**src/rtl/lvt_pkg.sv**
```systemverilog
package lvt_pkg;
   // ==========================================================
   // source indices
   localparam int         NSRC        = 7;
   localparam logic [2:0] IDX_TIMER   = 3'h0;
   localparam logic [2:0] IDX_THERMAL = 3'h1;
   localparam logic [2:0] IDX_PERF    = 3'h2;
   localparam logic [2:0] IDX_PIN0    = 3'h3;
   localparam logic [2:0] IDX_PIN1    = 3'h4;
   localparam logic [2:0] IDX_ERROR   = 3'h5;
   localparam logic [2:0] IDX_CORR    = 3'h6;

   // ==========================================================
   // entry addresses
   localparam logic [31:0] ADDR_CORR    = 32'hfee0_02f0;
   localparam logic [31:0] ADDR_TIMER   = 32'hfee0_0320;
   localparam logic [31:0] ADDR_THERMAL = 32'hfee0_0330;
   localparam logic [31:0] ADDR_PERF    = 32'hfee0_0340;
   localparam logic [31:0] ADDR_PIN0    = 32'hfee0_0350;
   localparam logic [31:0] ADDR_PIN1    = 32'hfee0_0360;
   localparam logic [31:0] ADDR_ERROR   = 32'hfee0_0370;

   // ==========================================================
   // entry fields
   localparam int VEC_LSB   = 0;
   localparam int VEC_W     = 8;
   localparam int MODE_LSB  = 8;
   localparam int MODE_W    = 3;
   localparam int STAT_BIT  = 12;
   localparam int POL_BIT   = 13;
   localparam int RACC_BIT  = 14;
   localparam int TRIG_BIT  = 15;
   localparam int MASK_BIT  = 16;
   localparam int TMODE_BIT = 17;

   // ==========================================================
   // delivery types
   localparam logic [2:0] MODE_FIXED = 3'h0;
   localparam logic [2:0] MODE_SMI   = 3'h2;
   localparam logic [2:0] MODE_NMI   = 3'h4;
   localparam logic [2:0] MODE_INIT  = 3'h5;
   localparam logic [2:0] MODE_EXT   = 3'h7;

   localparam logic [7:0]  VEC_MIN_LEGAL = 8'h10;
   localparam logic [31:0] ENTRY_RESET   = 32'h0001_0000;

   // ==========================================================
   // writable bits per entry kind; all else reads zero except the status and acceptance bits
   localparam logic [31:0] WMASK_TIMER = 32'h0003_00ff;
   localparam logic [31:0] WMASK_DELIV = 32'h0001_07ff;
   localparam logic [31:0] WMASK_PIN   = 32'h0001_a7ff;
   localparam logic [31:0] WMASK_ERROR = 32'h0001_00ff;

   function automatic logic [31:0] wmask_of(input logic [2:0] idx);
      case (idx)
         IDX_TIMER: wmask_of = WMASK_TIMER;
         IDX_PIN0,
         IDX_PIN1:  wmask_of = WMASK_PIN;
         IDX_ERROR: wmask_of = WMASK_ERROR;
         default:   wmask_of = WMASK_DELIV;
      endcase
   endfunction : wmask_of
endpackage : lvt_pkg

```
**src/rtl/lvt_core.sv**
```systemverilog
`timescale 1ns/1ps
// Contract
// - seven 32-bit entries, one per source
// - decode delivery type fixed/smi/nmi/init/external
// - nmi delivery ignores the vector field
// - external mode routes acknowledge to external controller
// - status bit set until core accepts
// - polarity bit selects active high or low
// - acceptance flag set on accept of a level fixed pin, cleared by eoi
// - pin trigger bit selects edge or level
// - forced edge or level by delivery type
// - no io controller forces level for fixed
// - mask bit blocks reception of the source
// - perf interrupt handling sets its mask bit
// - timer mode bit one-shot or periodic
// - vectors 16 to 255 are legal
// - illegal vector sets error status bit
// - illegal fixed vector write flags error
// - thermal at 0330h, perf at own address
// - error status set raises error entry interrupt
// - illegal received vector never delivered
module lvt_core (
   input  wire logic        i_clk,
   input  wire logic        i_sys_rst,
   input  wire logic        i_reg_wr,
   input  wire logic        i_reg_rd,
   input  wire logic [31:0] i_reg_addr,
   input  wire logic [31:0] i_reg_wdata,
   output logic      [31:0] o_reg_rdata,
   input  wire logic        i_timer_evt,
   input  wire logic        i_thermal_evt,
   input  wire logic        i_perf_evt,
   input  wire logic        i_corr_err_evt,
   input  wire logic        i_local_irq_pin0,
   input  wire logic        i_local_irq_pin1,
   input  wire logic        i_no_io_ctrl,
   output logic             o_irq_valid,
   output logic      [2:0]  o_irq_type,
   output logic      [7:0]  o_irq_vector,
   output logic      [2:0]  o_irq_src,
   output logic             o_intack_route,
   input  wire logic        i_irq_accept,
   input  wire logic        i_eoi,
   input  wire logic [7:0]  i_eoi_vector,
   output logic             o_timer_periodic,
   output logic             o_err_recv_illegal,
   input  wire logic        i_err_clr
);
   localparam int N = lvt_pkg::NSRC;

   logic [31:0] entry_r [N];
   logic [N-1:0] pend_r;
   logic [N-1:0] racc_r;
   logic         cur_valid_r;
   logic [2:0]   cur_src_r;
   logic [2:0]   cur_type_r;
   logic [7:0]   cur_vec_r;
   logic [31:0]  reg_rdata_r;
   logic         recv_illegal_r;
   logic         recv_prev_r;

   logic         hit;
   logic [2:0]   hit_idx;
   logic         wr_hit;
   logic [31:0]  wr_val;
   logic         wr_illegal;
   logic         pin_lvl0, pin_lvl1, pin_rise0, pin_rise1;
   logic [N-1:0] evt;
   logic [N-1:0] lvl_src;
   logic [N-1:0] eff_level;
   logic [N-1:0] eligible;
   logic [N-1:0] illegal_rx;
   logic [N-1:0] pend_set;
   logic         err_evt;
   logic         recv_set;
   logic         accept;
   logic         sel_any;
   logic [2:0]   sel_idx;

   // ==========================================================
   // field helpers
   function automatic logic [2:0] mode_of(input logic [31:0] e);
      mode_of = e[lvt_pkg::MODE_LSB +: lvt_pkg::MODE_W];
   endfunction : mode_of

   function automatic logic [7:0] vec_of(input logic [31:0] e);
      vec_of = e[lvt_pkg::VEC_LSB +: lvt_pkg::VEC_W];
   endfunction : vec_of

   function automatic logic vec_illegal(input logic [7:0] v);
      vec_illegal = (v < lvt_pkg::VEC_MIN_LEGAL);
   endfunction : vec_illegal

   function automatic logic mode_known(input logic [2:0] m);
      case (m)
         lvt_pkg::MODE_FIXED, lvt_pkg::MODE_SMI, lvt_pkg::MODE_NMI,
         lvt_pkg::MODE_INIT, lvt_pkg::MODE_EXT: mode_known = 1'b1;
         default:                               mode_known = 1'b0;
      endcase
   endfunction : mode_known

   // ==========================================================
   // address decode
   always_comb begin
      hit     = 1'b1;
      hit_idx = lvt_pkg::IDX_TIMER;
      case (i_reg_addr)
         lvt_pkg::ADDR_TIMER:   hit_idx = lvt_pkg::IDX_TIMER;
         lvt_pkg::ADDR_THERMAL: hit_idx = lvt_pkg::IDX_THERMAL;
         lvt_pkg::ADDR_PERF:    hit_idx = lvt_pkg::IDX_PERF;
         lvt_pkg::ADDR_PIN0:    hit_idx = lvt_pkg::IDX_PIN0;
         lvt_pkg::ADDR_PIN1:    hit_idx = lvt_pkg::IDX_PIN1;
         lvt_pkg::ADDR_ERROR:   hit_idx = lvt_pkg::IDX_ERROR;
         lvt_pkg::ADDR_CORR:    hit_idx = lvt_pkg::IDX_CORR;
         default:               hit = 1'b0;
      endcase
   end

   assign wr_hit     = i_reg_wr & hit;
   assign wr_val     = i_reg_wdata & lvt_pkg::wmask_of(hit_idx);
   assign wr_illegal = wr_hit & (mode_of(wr_val) == lvt_pkg::MODE_FIXED)
                       & vec_illegal(vec_of(wr_val));

   // ==========================================================
   // pin conditioning
   lvt_pin_cond u_pin0 (
      .i_clk        (i_clk),
      .i_sys_rst    (i_sys_rst),
      .i_pin        (i_local_irq_pin0),
      .i_active_low (entry_r[lvt_pkg::IDX_PIN0][lvt_pkg::POL_BIT]),
      .o_level      (pin_lvl0),
      .o_rise       (pin_rise0)
   );

   lvt_pin_cond u_pin1 (
      .i_clk        (i_clk),
      .i_sys_rst    (i_sys_rst),
      .i_pin        (i_local_irq_pin1),
      .i_active_low (entry_r[lvt_pkg::IDX_PIN1][lvt_pkg::POL_BIT]),
      .o_level      (pin_lvl1),
      .o_rise       (pin_rise1)
   );

   // ==========================================================
   // trigger sense and reception
   // taken from the registered flag: the error entry can itself flag an illegal vector
   assign err_evt = recv_illegal_r & ~recv_prev_r;

   always_comb begin
      evt     = '0;
      lvl_src = '0;
      evt[lvt_pkg::IDX_TIMER]     = i_timer_evt;
      evt[lvt_pkg::IDX_THERMAL]   = i_thermal_evt;
      evt[lvt_pkg::IDX_PERF]      = i_perf_evt;
      evt[lvt_pkg::IDX_PIN0]      = pin_rise0;
      evt[lvt_pkg::IDX_PIN1]      = pin_rise1;
      evt[lvt_pkg::IDX_ERROR]     = err_evt;
      evt[lvt_pkg::IDX_CORR]      = i_corr_err_evt;
      lvl_src[lvt_pkg::IDX_PIN0]  = pin_lvl0;
      lvl_src[lvt_pkg::IDX_PIN1]  = pin_lvl1;
   end

   // only the pins can be level sensed; timer and error stay edge
   always_comb begin
      eff_level = '0;
      for (int i = 0; i < N; i++) begin
         if (i == lvt_pkg::IDX_PIN0 || i == lvt_pkg::IDX_PIN1) begin
            case (mode_of(entry_r[i]))
               lvt_pkg::MODE_EXT:   eff_level[i] = 1'b1;
               lvt_pkg::MODE_FIXED: eff_level[i] =
                  entry_r[i][lvt_pkg::TRIG_BIT] | i_no_io_ctrl;
               default:             eff_level[i] = 1'b0;
            endcase
         end
      end
   end

   always_comb begin
      for (int i = 0; i < N; i++) begin
         eligible[i] = (eff_level[i] ? lvl_src[i] : evt[i])
                       & ~entry_r[i][lvt_pkg::MASK_BIT]
                       & ~pend_r[i]
                       & ~(eff_level[i] & racc_r[i])
                       & mode_known(mode_of(entry_r[i]));
         illegal_rx[i] = eligible[i]
                         & (mode_of(entry_r[i]) == lvt_pkg::MODE_FIXED)
                         & vec_illegal(vec_of(entry_r[i]));
         pend_set[i] = eligible[i] & ~illegal_rx[i];
      end
   end

   assign recv_set = (|illegal_rx) | wr_illegal;

   // ==========================================================
   // entry registers
   // a hardware mask set beats a same-cycle software clear
   always_ff @(posedge i_clk) begin
      if (i_sys_rst) begin
         for (int i = 0; i < N; i++) entry_r[i] <= lvt_pkg::ENTRY_RESET;
      end else begin
         for (int i = 0; i < N; i++) begin
            if (wr_hit && hit_idx == 3'(i)) entry_r[i] <= wr_val;
         end
         if (accept && cur_src_r == lvt_pkg::IDX_PERF)
            entry_r[lvt_pkg::IDX_PERF][lvt_pkg::MASK_BIT] <= 1'b1;
      end
   end

   assign o_timer_periodic = entry_r[lvt_pkg::IDX_TIMER][lvt_pkg::TMODE_BIT];

   // ==========================================================
   // delivery status and selection
   assign accept = cur_valid_r & i_irq_accept;

   always_comb begin
      sel_any = 1'b0;
      sel_idx = 3'h0;
      for (int i = N - 1; i >= 0; i--) begin
         if (pend_r[i]) begin
            sel_any = 1'b1;
            sel_idx = 3'(i);
         end
      end
   end

   always_ff @(posedge i_clk) begin
      if (i_sys_rst) begin
         pend_r <= '0;
      end else begin
         for (int i = 0; i < N; i++) begin
            if (pend_set[i])                          pend_r[i] <= 1'b1;
            else if (accept && cur_src_r == 3'(i))    pend_r[i] <= 1'b0;
         end
      end
   end

   always_ff @(posedge i_clk) begin
      if (i_sys_rst) begin
         cur_valid_r <= 1'b0;
         cur_src_r   <= 3'h0;
         cur_type_r  <= 3'h0;
         cur_vec_r   <= 8'h00;
      end else if (accept) begin
         cur_valid_r <= 1'b0;
      end else if (!cur_valid_r && sel_any) begin
         cur_valid_r <= 1'b1;
         cur_src_r   <= sel_idx;
         cur_type_r  <= mode_of(entry_r[sel_idx]);
         // only fixed delivery carries the programmed vector
         cur_vec_r   <= (mode_of(entry_r[sel_idx]) == lvt_pkg::MODE_FIXED)
                        ? vec_of(entry_r[sel_idx]) : 8'h00;
      end
   end

   assign o_irq_valid    = cur_valid_r;
   assign o_irq_src      = cur_src_r;
   assign o_irq_type     = cur_type_r;
   assign o_irq_vector   = cur_vec_r;
   assign o_intack_route = cur_valid_r & (cur_type_r == lvt_pkg::MODE_EXT);

   // ==========================================================
   // remote acceptance, level fixed pins only
   always_ff @(posedge i_clk) begin
      if (i_sys_rst) begin
         racc_r <= '0;
      end else begin
         for (int i = 0; i < N; i++) begin
            if (accept && cur_src_r == 3'(i) && eff_level[i]
                && cur_type_r == lvt_pkg::MODE_FIXED)
               racc_r[i] <= 1'b1;
            else if (i_eoi && i_eoi_vector == vec_of(entry_r[i]))
               racc_r[i] <= 1'b0;
         end
      end
   end

   // ==========================================================
   // error status, set wins over clear
   always_ff @(posedge i_clk) begin
      if (i_sys_rst)     recv_illegal_r <= 1'b0;
      else if (recv_set) recv_illegal_r <= 1'b1;
      else if (i_err_clr) recv_illegal_r <= 1'b0;
   end

   always_ff @(posedge i_clk) begin
      if (i_sys_rst) recv_prev_r <= 1'b0;
      else           recv_prev_r <= recv_illegal_r;
   end

   assign o_err_recv_illegal = recv_illegal_r;

   // ==========================================================
   // read path, one cycle latency
   always_ff @(posedge i_clk) begin
      if (i_sys_rst) begin
         reg_rdata_r <= 32'h0000_0000;
      end else if (i_reg_rd) begin
         if (hit)
            reg_rdata_r <= (entry_r[hit_idx] & lvt_pkg::wmask_of(hit_idx))
                           | (32'(pend_r[hit_idx]) << lvt_pkg::STAT_BIT)
                           | (32'(racc_r[hit_idx]) << lvt_pkg::RACC_BIT);
         else
            reg_rdata_r <= 32'h0000_0000;
      end
   end

   assign o_reg_rdata = reg_rdata_r;
endmodule : lvt_core

```
**src/rtl/lvt_pin_cond.sv**
```systemverilog
`timescale 1ns/1ps
module lvt_pin_cond (
   input  wire logic i_clk,
   input  wire logic i_sys_rst,
   input  wire logic i_pin,
   input  wire logic i_active_low,
   output logic      o_level,
   output logic      o_rise
);
   logic sync1_r;
   logic sync2_r;
   logic prev_r;

   // ==========================================================
   // two-flop synchroniser, then polarity and edge
   always_ff @(posedge i_clk) begin
      if (i_sys_rst) begin
         sync1_r <= 1'b0;
         sync2_r <= 1'b0;
      end else begin
         sync1_r <= i_pin;
         sync2_r <= sync1_r;
      end
   end

   assign o_level = sync2_r ^ i_active_low;

   // a polarity flip can look like an edge; software should mask first
   always_ff @(posedge i_clk) begin
      if (i_sys_rst) prev_r <= 1'b0;
      else           prev_r <= o_level;
   end

   assign o_rise = o_level & ~prev_r;
endmodule : lvt_pin_cond

```
**config.mk**
```make
export PLATFORM = sky130hd
export DESIGN_NAME = lvt_core
export DESIGN_NICKNAME = d
export VERILOG_FILES = /design/src/rtl/lvt_pkg.sv /design/src/rtl/lvt_core.sv /design/src/rtl/lvt_pin_cond.sv
export SDC_FILE = /design/constraint.sdc
export NUM_CORES = 1
export LEC_CHECK = 0
export BUFFER_PORTS_ARGS = -buffer_cell sky130_fd_sc_hd__buf_2
export CAP_MARGIN = 10
export CELL_PAD_IN_SITES_DETAIL_PLACEMENT = 0
export CELL_PAD_IN_SITES_GLOBAL_PLACEMENT = 2
export CORE_ASPECT_RATIO = 0.5
export CORE_MARGIN = 3
export CORE_UTILIZATION = 34
export CTS_BUF_LIST = sky130_fd_sc_hd__clkbuf_4 sky130_fd_sc_hd__clkbuf_8 sky130_fd_sc_hd__clkbuf_16
export DETAILED_ROUTE_END_ITERATION = 12
export PLACE_DENSITY_LB_ADDON = 0.1
export SKIP_CTS_REPAIR_TIMING = 1
export SYNTH_ARGS = -nofsm -noshare
export SYNTH_HDL_FRONTEND = slang
export SYNTH_SLANG_ARGS = --single-unit
export TNS_END_PERCENT = 20
```
**constraint.sdc**
```tcl
create_clock -name i_clk -period 3.9 [get_ports i_clk]
set_clock_uncertainty 0.2 [all_clocks]
set_input_delay 0.195 -clock i_clk [delete_from_list [all_inputs] [get_ports i_clk]]
set_output_delay 0.195 -clock i_clk [all_outputs]
set_load 0.01 [all_outputs]
```
# --- Word-level counts from Yosys, hierarchy flattened ---
# Memory sizes are Yosys's and may differ from the RTL's.
# Cells that the tools add are included.
# Widths: inputs -> output; s select.
totals:
  ram_bits: 224
  word_cells: 327
  mem_count: 1
  reg_bits: 64
  out_inout_bits: 50
op_classes:
  n_reduce_logical: 56
  magnitude_cmp: 9
  eq_ne: 50
  n_mux: 91
  n_bitwise: 98
memory_table:
  columns: ["memory", "words", "word_bits", "rd", "rd_clocked_by_memory_dff", "write_ports", "line_no", "source"]
  rows:
  - ["entry_r", 7, 32, 9, 0, 7, "lvt_core.sv:51", "logic [31:0] entry_r [N];"]
ops:
  columns: ["op", "count"]
  rows:
  - ["$mux 32", 11]
  - ["$eq 32x32->1 const B", 7]
  - ["$eq 3x3->1 const B", 28]
  - ["$mux 1", 66]
  - ["$and 32x32->32", 2]
  - ["$lt 8x5->1 const B", 8]
  - ["$and 1x1->1", 54]
  - ["$pmux 18 s3", 1]
  - ["$logic_not 3->1", 12]
  - ["$reduce_or 5->1", 7]
  - ["$eq 3x2->1 const B", 11]
  - ["$or 32x13->32", 1]
  - ["$or 32x15->32", 1]
  - ["$not 1->1", 27]
  - ["$logic_and 1x1->1", 21]
  - ["$mux 3", 7]
  - ["$reduce_bool 2->1", 10]
  - ["$pmux 3 s6", 1]
  - ["$eq 8x8->1", 2]
  - ["$reduce_or 7->1", 2]
  - ["$or 1x1->1", 11]
  - ["$mux 8", 1]
  - ["$bmux 1 s3", 2]
  - ["$eq 3x1->1 const B", 2]
  - ["other kinds (6)", 9]

# --- Longest topological paths before layout ---
# An unclocked memory read counts as a cell.
depth:
  word_depth: 13
  mapped_depth: 9

# --- Cells and area by module ---
# From an unflattened synthesis, not the netlist that was laid out.
hier_totals:
  hier_cells: 833
  area_unflattened_um2: 7542.2
by_module_without_submodules:
  columns: ["module", "instances", "area_each_um2", "seq_area_each_um2", "cells_each"]
  rows:
  - ["lvt_core", 1, 7357.1, 3403.3, 815]
  - ["lvt_pin_cond", 2, 92.6, 60.1, 9]

# --- Worst setup path before layout ---
# Ideal clock, no wire load.
synth_timing:
  kind: "input port to flip-flop"
  start: "input port i_reg_addr[3]"
  end: "memory entry_r[4][0] (enable)"
  path_stages: 6
  path_buffers: 1
  setup_time_ns: 0.404
  t_arrival_ns: 2.616
  path_slack_ns: 0.680
  cell_sequence: "nor3_1 and3_1 buf_2 nand2_2 or4_1 o21ai_0"
synth_rtl:
  columns: ["element", "line_no", "source"]
  rows:
  - ["start: declaration", "lvt_core.sv:27", "input wire logic [31:0] i_reg_addr,"]
  - ["end: declaration", "lvt_core.sv:51", null]

# --- Worst setup path in the final report ---
layout_timing:
  start: "register pend_r[3]"
  end: "register cur_vec_r[3], in the netlist o_irq_vector[3]"
layout_via:
  elab_chain_cells: 7
layout_rtl:
  columns: ["element", "line_no", "source"]
  rows:
  - ["start: declaration", "lvt_core.sv:52", "logic [N-1:0] pend_r;"]
  - ["start signal: assignment", "lvt_core.sv:228", "pend_r <= '0;"]
  - ["start signal: indexed assignment", "lvt_core.sv:231", "if (pend_set[i]) pend_r[i] <= 1'b1;"]
  - ["start signal: indexed assignment", "lvt_core.sv:232", "else if (accept && cur_src_r == 3'(i)) pend_r[i] <= 1'b0;"]
  - ["$mux 3 (4 in a row)", "lvt_core.sv:219", "if (pend_r[i]) begin"]
  - ["$mem_v2 7x32", null, null]
  - ["$logic_not 3->1", "lvt_core.sv:250", "cur_vec_r <= (mode_of(entry_r[sel_idx]) == lvt_pkg::MODE_FIXED)"]
  - ["$mux 8", "lvt_core.sv:251", "? vec_of(entry_r[sel_idx]) : 8'h00;"]
  - ["end signal: assignment", "lvt_core.sv:250", null]
  - ["end: declaration", "lvt_core.sv:57", "logic [7:0] cur_vec_r;"]
# Several ways; a longest one is shown, not always the timed one.
# A chain may end at the register's enable or synchronous reset.

==> results.yml <==
floorplanning:
  rows: 38
  top_level_ports: 136
  die_area_sq_um: 24500
  dieWidth_um: 218
  die_y_um: 112
  initial_core_util_pct: 35.0
  coreArea_sq_um: 21900
critical_path:
  startpoint_type: "flip-flop"
  crit_path_end_kind: "flip-flop"
  reg2reg_depth: 6
  worstPathArrival_ns: 3.27
  regToRegSetupSlack_ns: 0.79
  slowest_delay_ns: 0.60
  r2r_end: "o_irq_vector[3]$_SDFFE_PP0P_"
  crit_type: "reg -> reg"
  cp_max_fo: 18
  cpMaxStageDelayCell: "a211o_1"
  crit_path_frequent_cell: "a211o_1"
  crit-reg2reg-launch: "pend_r[3]$_SDFFE_PP0P_"
  crit_chain: "nor2_1 > a211o_1 > a211o_1 > a211oi_1 > nand4_2 > o21ai_1"
  required_ns: 4.06
drt:
  first_iter_violations: 650
  wirelength_mm: 29.4
  drc: 0
  wl_per_cell_um: 23.3
  vias_per_cell: 5.54
  drtAntennaViolNets: 0
  vias: 6975
  firstDrtPassIters: 5
status:
  violations: "negative hold slack"
  status: "finished with violations"
synth:
  ys_seq_area_share_pct: 46.0
  synth_cells: 817
  synth-compound-area-share_pct: 15.6
  synth-xor-area-share_pct: 2.17
  synth_area_sq_um: 7650
  yosys_warnings: 0
  yosysTopAreaCell: "edfxtp_1"
  synth_mux_area_share_pct: 4.48
  async_flop_share_pct: 0
  syn_area_per_cell_sq_um: 9.37
  synth_area_leaders: "edfxtp_1 30%, dfxtp_1 16%, nand2_1 4.5%, nor2_1 3.3%, and2_1 3.3%"
  yosys.area_share.simple_pct: 27.2
  ys.flop_type: "edfxtp_1"
  synth_top_area_share_pct: 29.8
  synth_top_family_by_area: "simple AND/OR/NAND/NOR gates"
  synthAdderAreaFrac_pct: 0
  synth-edff-count: 76
  yosysUniqueCellTypes: 78
  synth-seq-cells: 138
hold_path:
  hold_depth: 4
  min_path_type: "in -> reg"
  min_from: "i_timer_evt"
  whs_endpoint: "pend_r[0]$_SDFFE_PP0P_"
grt:
  grt.overflow.total: 0
  antenna_found_initial: 0
  gr-usage-all-layers_pct: 24.4
  grt_max_degree: 27
  grt_first_pass_wirelength_mm: 43.6
  grt_pass1_vias: 6808
power_and_ir_drop:
  swShare_pct: 26.3
  power.internal_w: 0.00285
  p_per_area_nw_per_um2: 413
  power.leakage_nw: 3.57
  seq_power_share_pct: 43.4
  ir_worst_vdd_v: 0.000258
  p_switching_w: 0.00102
  p_clk_share_pct: 45.4
  pwr-share-comb_pct: 11.3
sta:
  maxSlewViolCount: 0
  finalSetupViolations: 0
  hold_ws_ns: -0.0522
  timing.fmax_mhz: 322
  period_minus_slack_ns: 3.11
  fin_crit_sh_pct: 79.7
  relSlewSlack_pct: 21.7
  tightestPinTransition_ns: 1.16
  rsz0062_at_grt: "false"
  hold_violations: 2
  setup_tns_ns: 0
placement:
  place_area_sq_um: 8520
  hpwl_mm: 22.4
  place.gp.congestion: 0.878
  numPortBuffers: 103
final_layout:
  drive_above_1_share_pct: 20.1
  area_growth_pct: 22.3
  multi_input_area_sq_um: 3880
  nFillCells: 2222
  nets: 1033
  seqCellArea_sq_um: 3520
  n_antenna_cell: 0
  fin_area_sq_um: 9360
  fin_util_pct: 42.8
cts:
  htree_levels: 4
  cts_buffer_depth: 2
  clk_latency_ns: 0.43
  cts_buffers: 17
  cts_tree: "done"
  cts_root_buf: "clkbuf_16"
  path_clk_slew_ns: 0.06
  cts.sinks: 138
flow_run:
  max_cap_violations: 0
state kept, by name, summed over array words and instances (netlist names):
register and cells:
racc_r 2, entry_r 89, recv_prev_r 1, o_irq_src 3, pend_r 7, u_pin0.sync2_r 1, u_pin1.sync2_r 1, o_err_recv_illegal 1
u_pin0.sync1_r 1, o_irq_type 3, o_irq_valid 1, u_pin1.prev_r 1, o_irq_vector 8, u_pin0.prev_r 1, o_reg_rdata 17, u_pin1.sync1_r 1
layout by cell type, fill, tap and decap left out, drive strengths merged, types with 4 or more instances in the layout:
cell type	count
mux2	6
xor2	17
or3	10
o21bai	4
dfxtp	62
buf	127
dlygate4sd3	20
edfxtp	76
nor2	70
and3	21
o21a	4
nor4b	4
nand3b	7
mux2i	23
a22o	7
nand4	11
conb	21
a21oi	36
o211ai	7
or4	5
inv	14
nand2b	26
o22a	9
clkinv	5
a31oi	9
o21ai	28
a211oi	19
o31ai	7
nor2b	8
o221ai	6
o22ai	17
nand2	93
clkbuf	20
nand3	35
and2	40
nor4	15
nor3	26
cell families after synthesis:
group,after synthesis
AOI/OAI and AO/OA,175
buffers and inverters,68
xor gates and xnor gates,19
muxes,31
other,1
and+or+nand+nor,385
DFF,138
cells in the mapped netlist, types with 6 or more instances:
master     n
a211oi_1  17
a21oi_1   36
a22o_1     7
a31oi_1    9
and2_1    40
and3_1    21
buf_2     10
buf_4     17
clkbuf_1  26
dfxtp_1   62
edfxtp_1  76
inv_1     12
mux2_2     6
mux2i_1   23
nand2_1   92
nand2b_1  25
nand3_1   34
nand3b_1   7
nand4_1    9
nor2_1    67
nor2b_1    8
nor3_1    24
nor4_1    13
o211ai_1   7
o21ai_0   20
o21ai_1    8
o221ai_1   6
o22a_1     9
o22ai_1   17
o31ai_1    7
or3_1     10
xor2_1    17
area by class of cell:
| cell class | instances | area share [%] |
|---|---|---|
| well taps | 300 | 4.01 |
| clock buffers | 20 | 5.11 |
| flip-flops and latches | 138 | 37.6 |
| clock inverters | 12 | 1.70 |
| multi-input cells | 631 | 41.5 |
| repair buffers | 147 | 9.57 |
| inverters | 12 | 0.481 |
critical path: cells and delay by family (launching register included):
| family | cells | cell delay [ns] |
|---|---|---|
| AO/OA/AOI/OAI | 4 | 1.69 |
| AND/OR/NAND/NOR | 2 | 0.58 |
| flip-flops | 1 | 0.55 |
power by group through the flow:
stage,clock network (W),registers (W),logic [W]
after CTS,0.00177,0.00167,0.000420
after global placement,0,0.00170,0.000415
final,0.00175,0.00168,0.000436
after detailed placement,0,0.00171,0.000418
after global routing,0.00184,0.00168,0.000478
after floorplan,0,0.00167,0.000263
routing by layer:
metal	wire, um	share of wire (%)	track usage, %
met2	12500	42	35.2
met3	2200	7.5	5.52
met1	14200	48	36.1
met4	530	1.8	7.55
met5	0	0	0
worst max-delay path by stage:
stage                                 startpoint                            to  slack [ns]  depth (start not counted)
after floorplan                    i_reg_addr[3]   entry_r[4][0]$_SDFFCE_PN0P_        0.68                          6
after global placement            i_reg_addr[17]       entry_r[2][0]$_DFFE_PP_        0.76                          6
after detailed placement          i_reg_addr[17]       entry_r[2][0]$_DFFE_PP_        0.70                          6
after CTS                 pend_r[3]$_SDFFE_PP0P_  o_irq_vector[3]$_SDFFE_PP0P_        0.84                          6
after global routing      pend_r[2]$_SDFFE_PP0P_  o_irq_vector[0]$_SDFFE_PP0P_        0.59                          6
final                     pend_r[3]$_SDFFE_PP0P_  o_irq_vector[3]$_SDFFE_PP0P_        0.79                          6
metrics by stage:
step	setup WS [ns]	hold WS [ns]	power [W]	cells
2_1_floorplan	0.680	0.119	0.00194	837
3_3_place_gp	0.758	0.209	0.00212	1208
3_5_place_dp	0.702	0.215	0.00212	1208
4_1_cts	0.842	-0.243	0.00386	1240
5_1_grt	0.585	0.00649	0.00400	1260
6_report	0.790	-0.0522	0.00386	1260
Note: power is estimated with default switching activity, not from simulation.
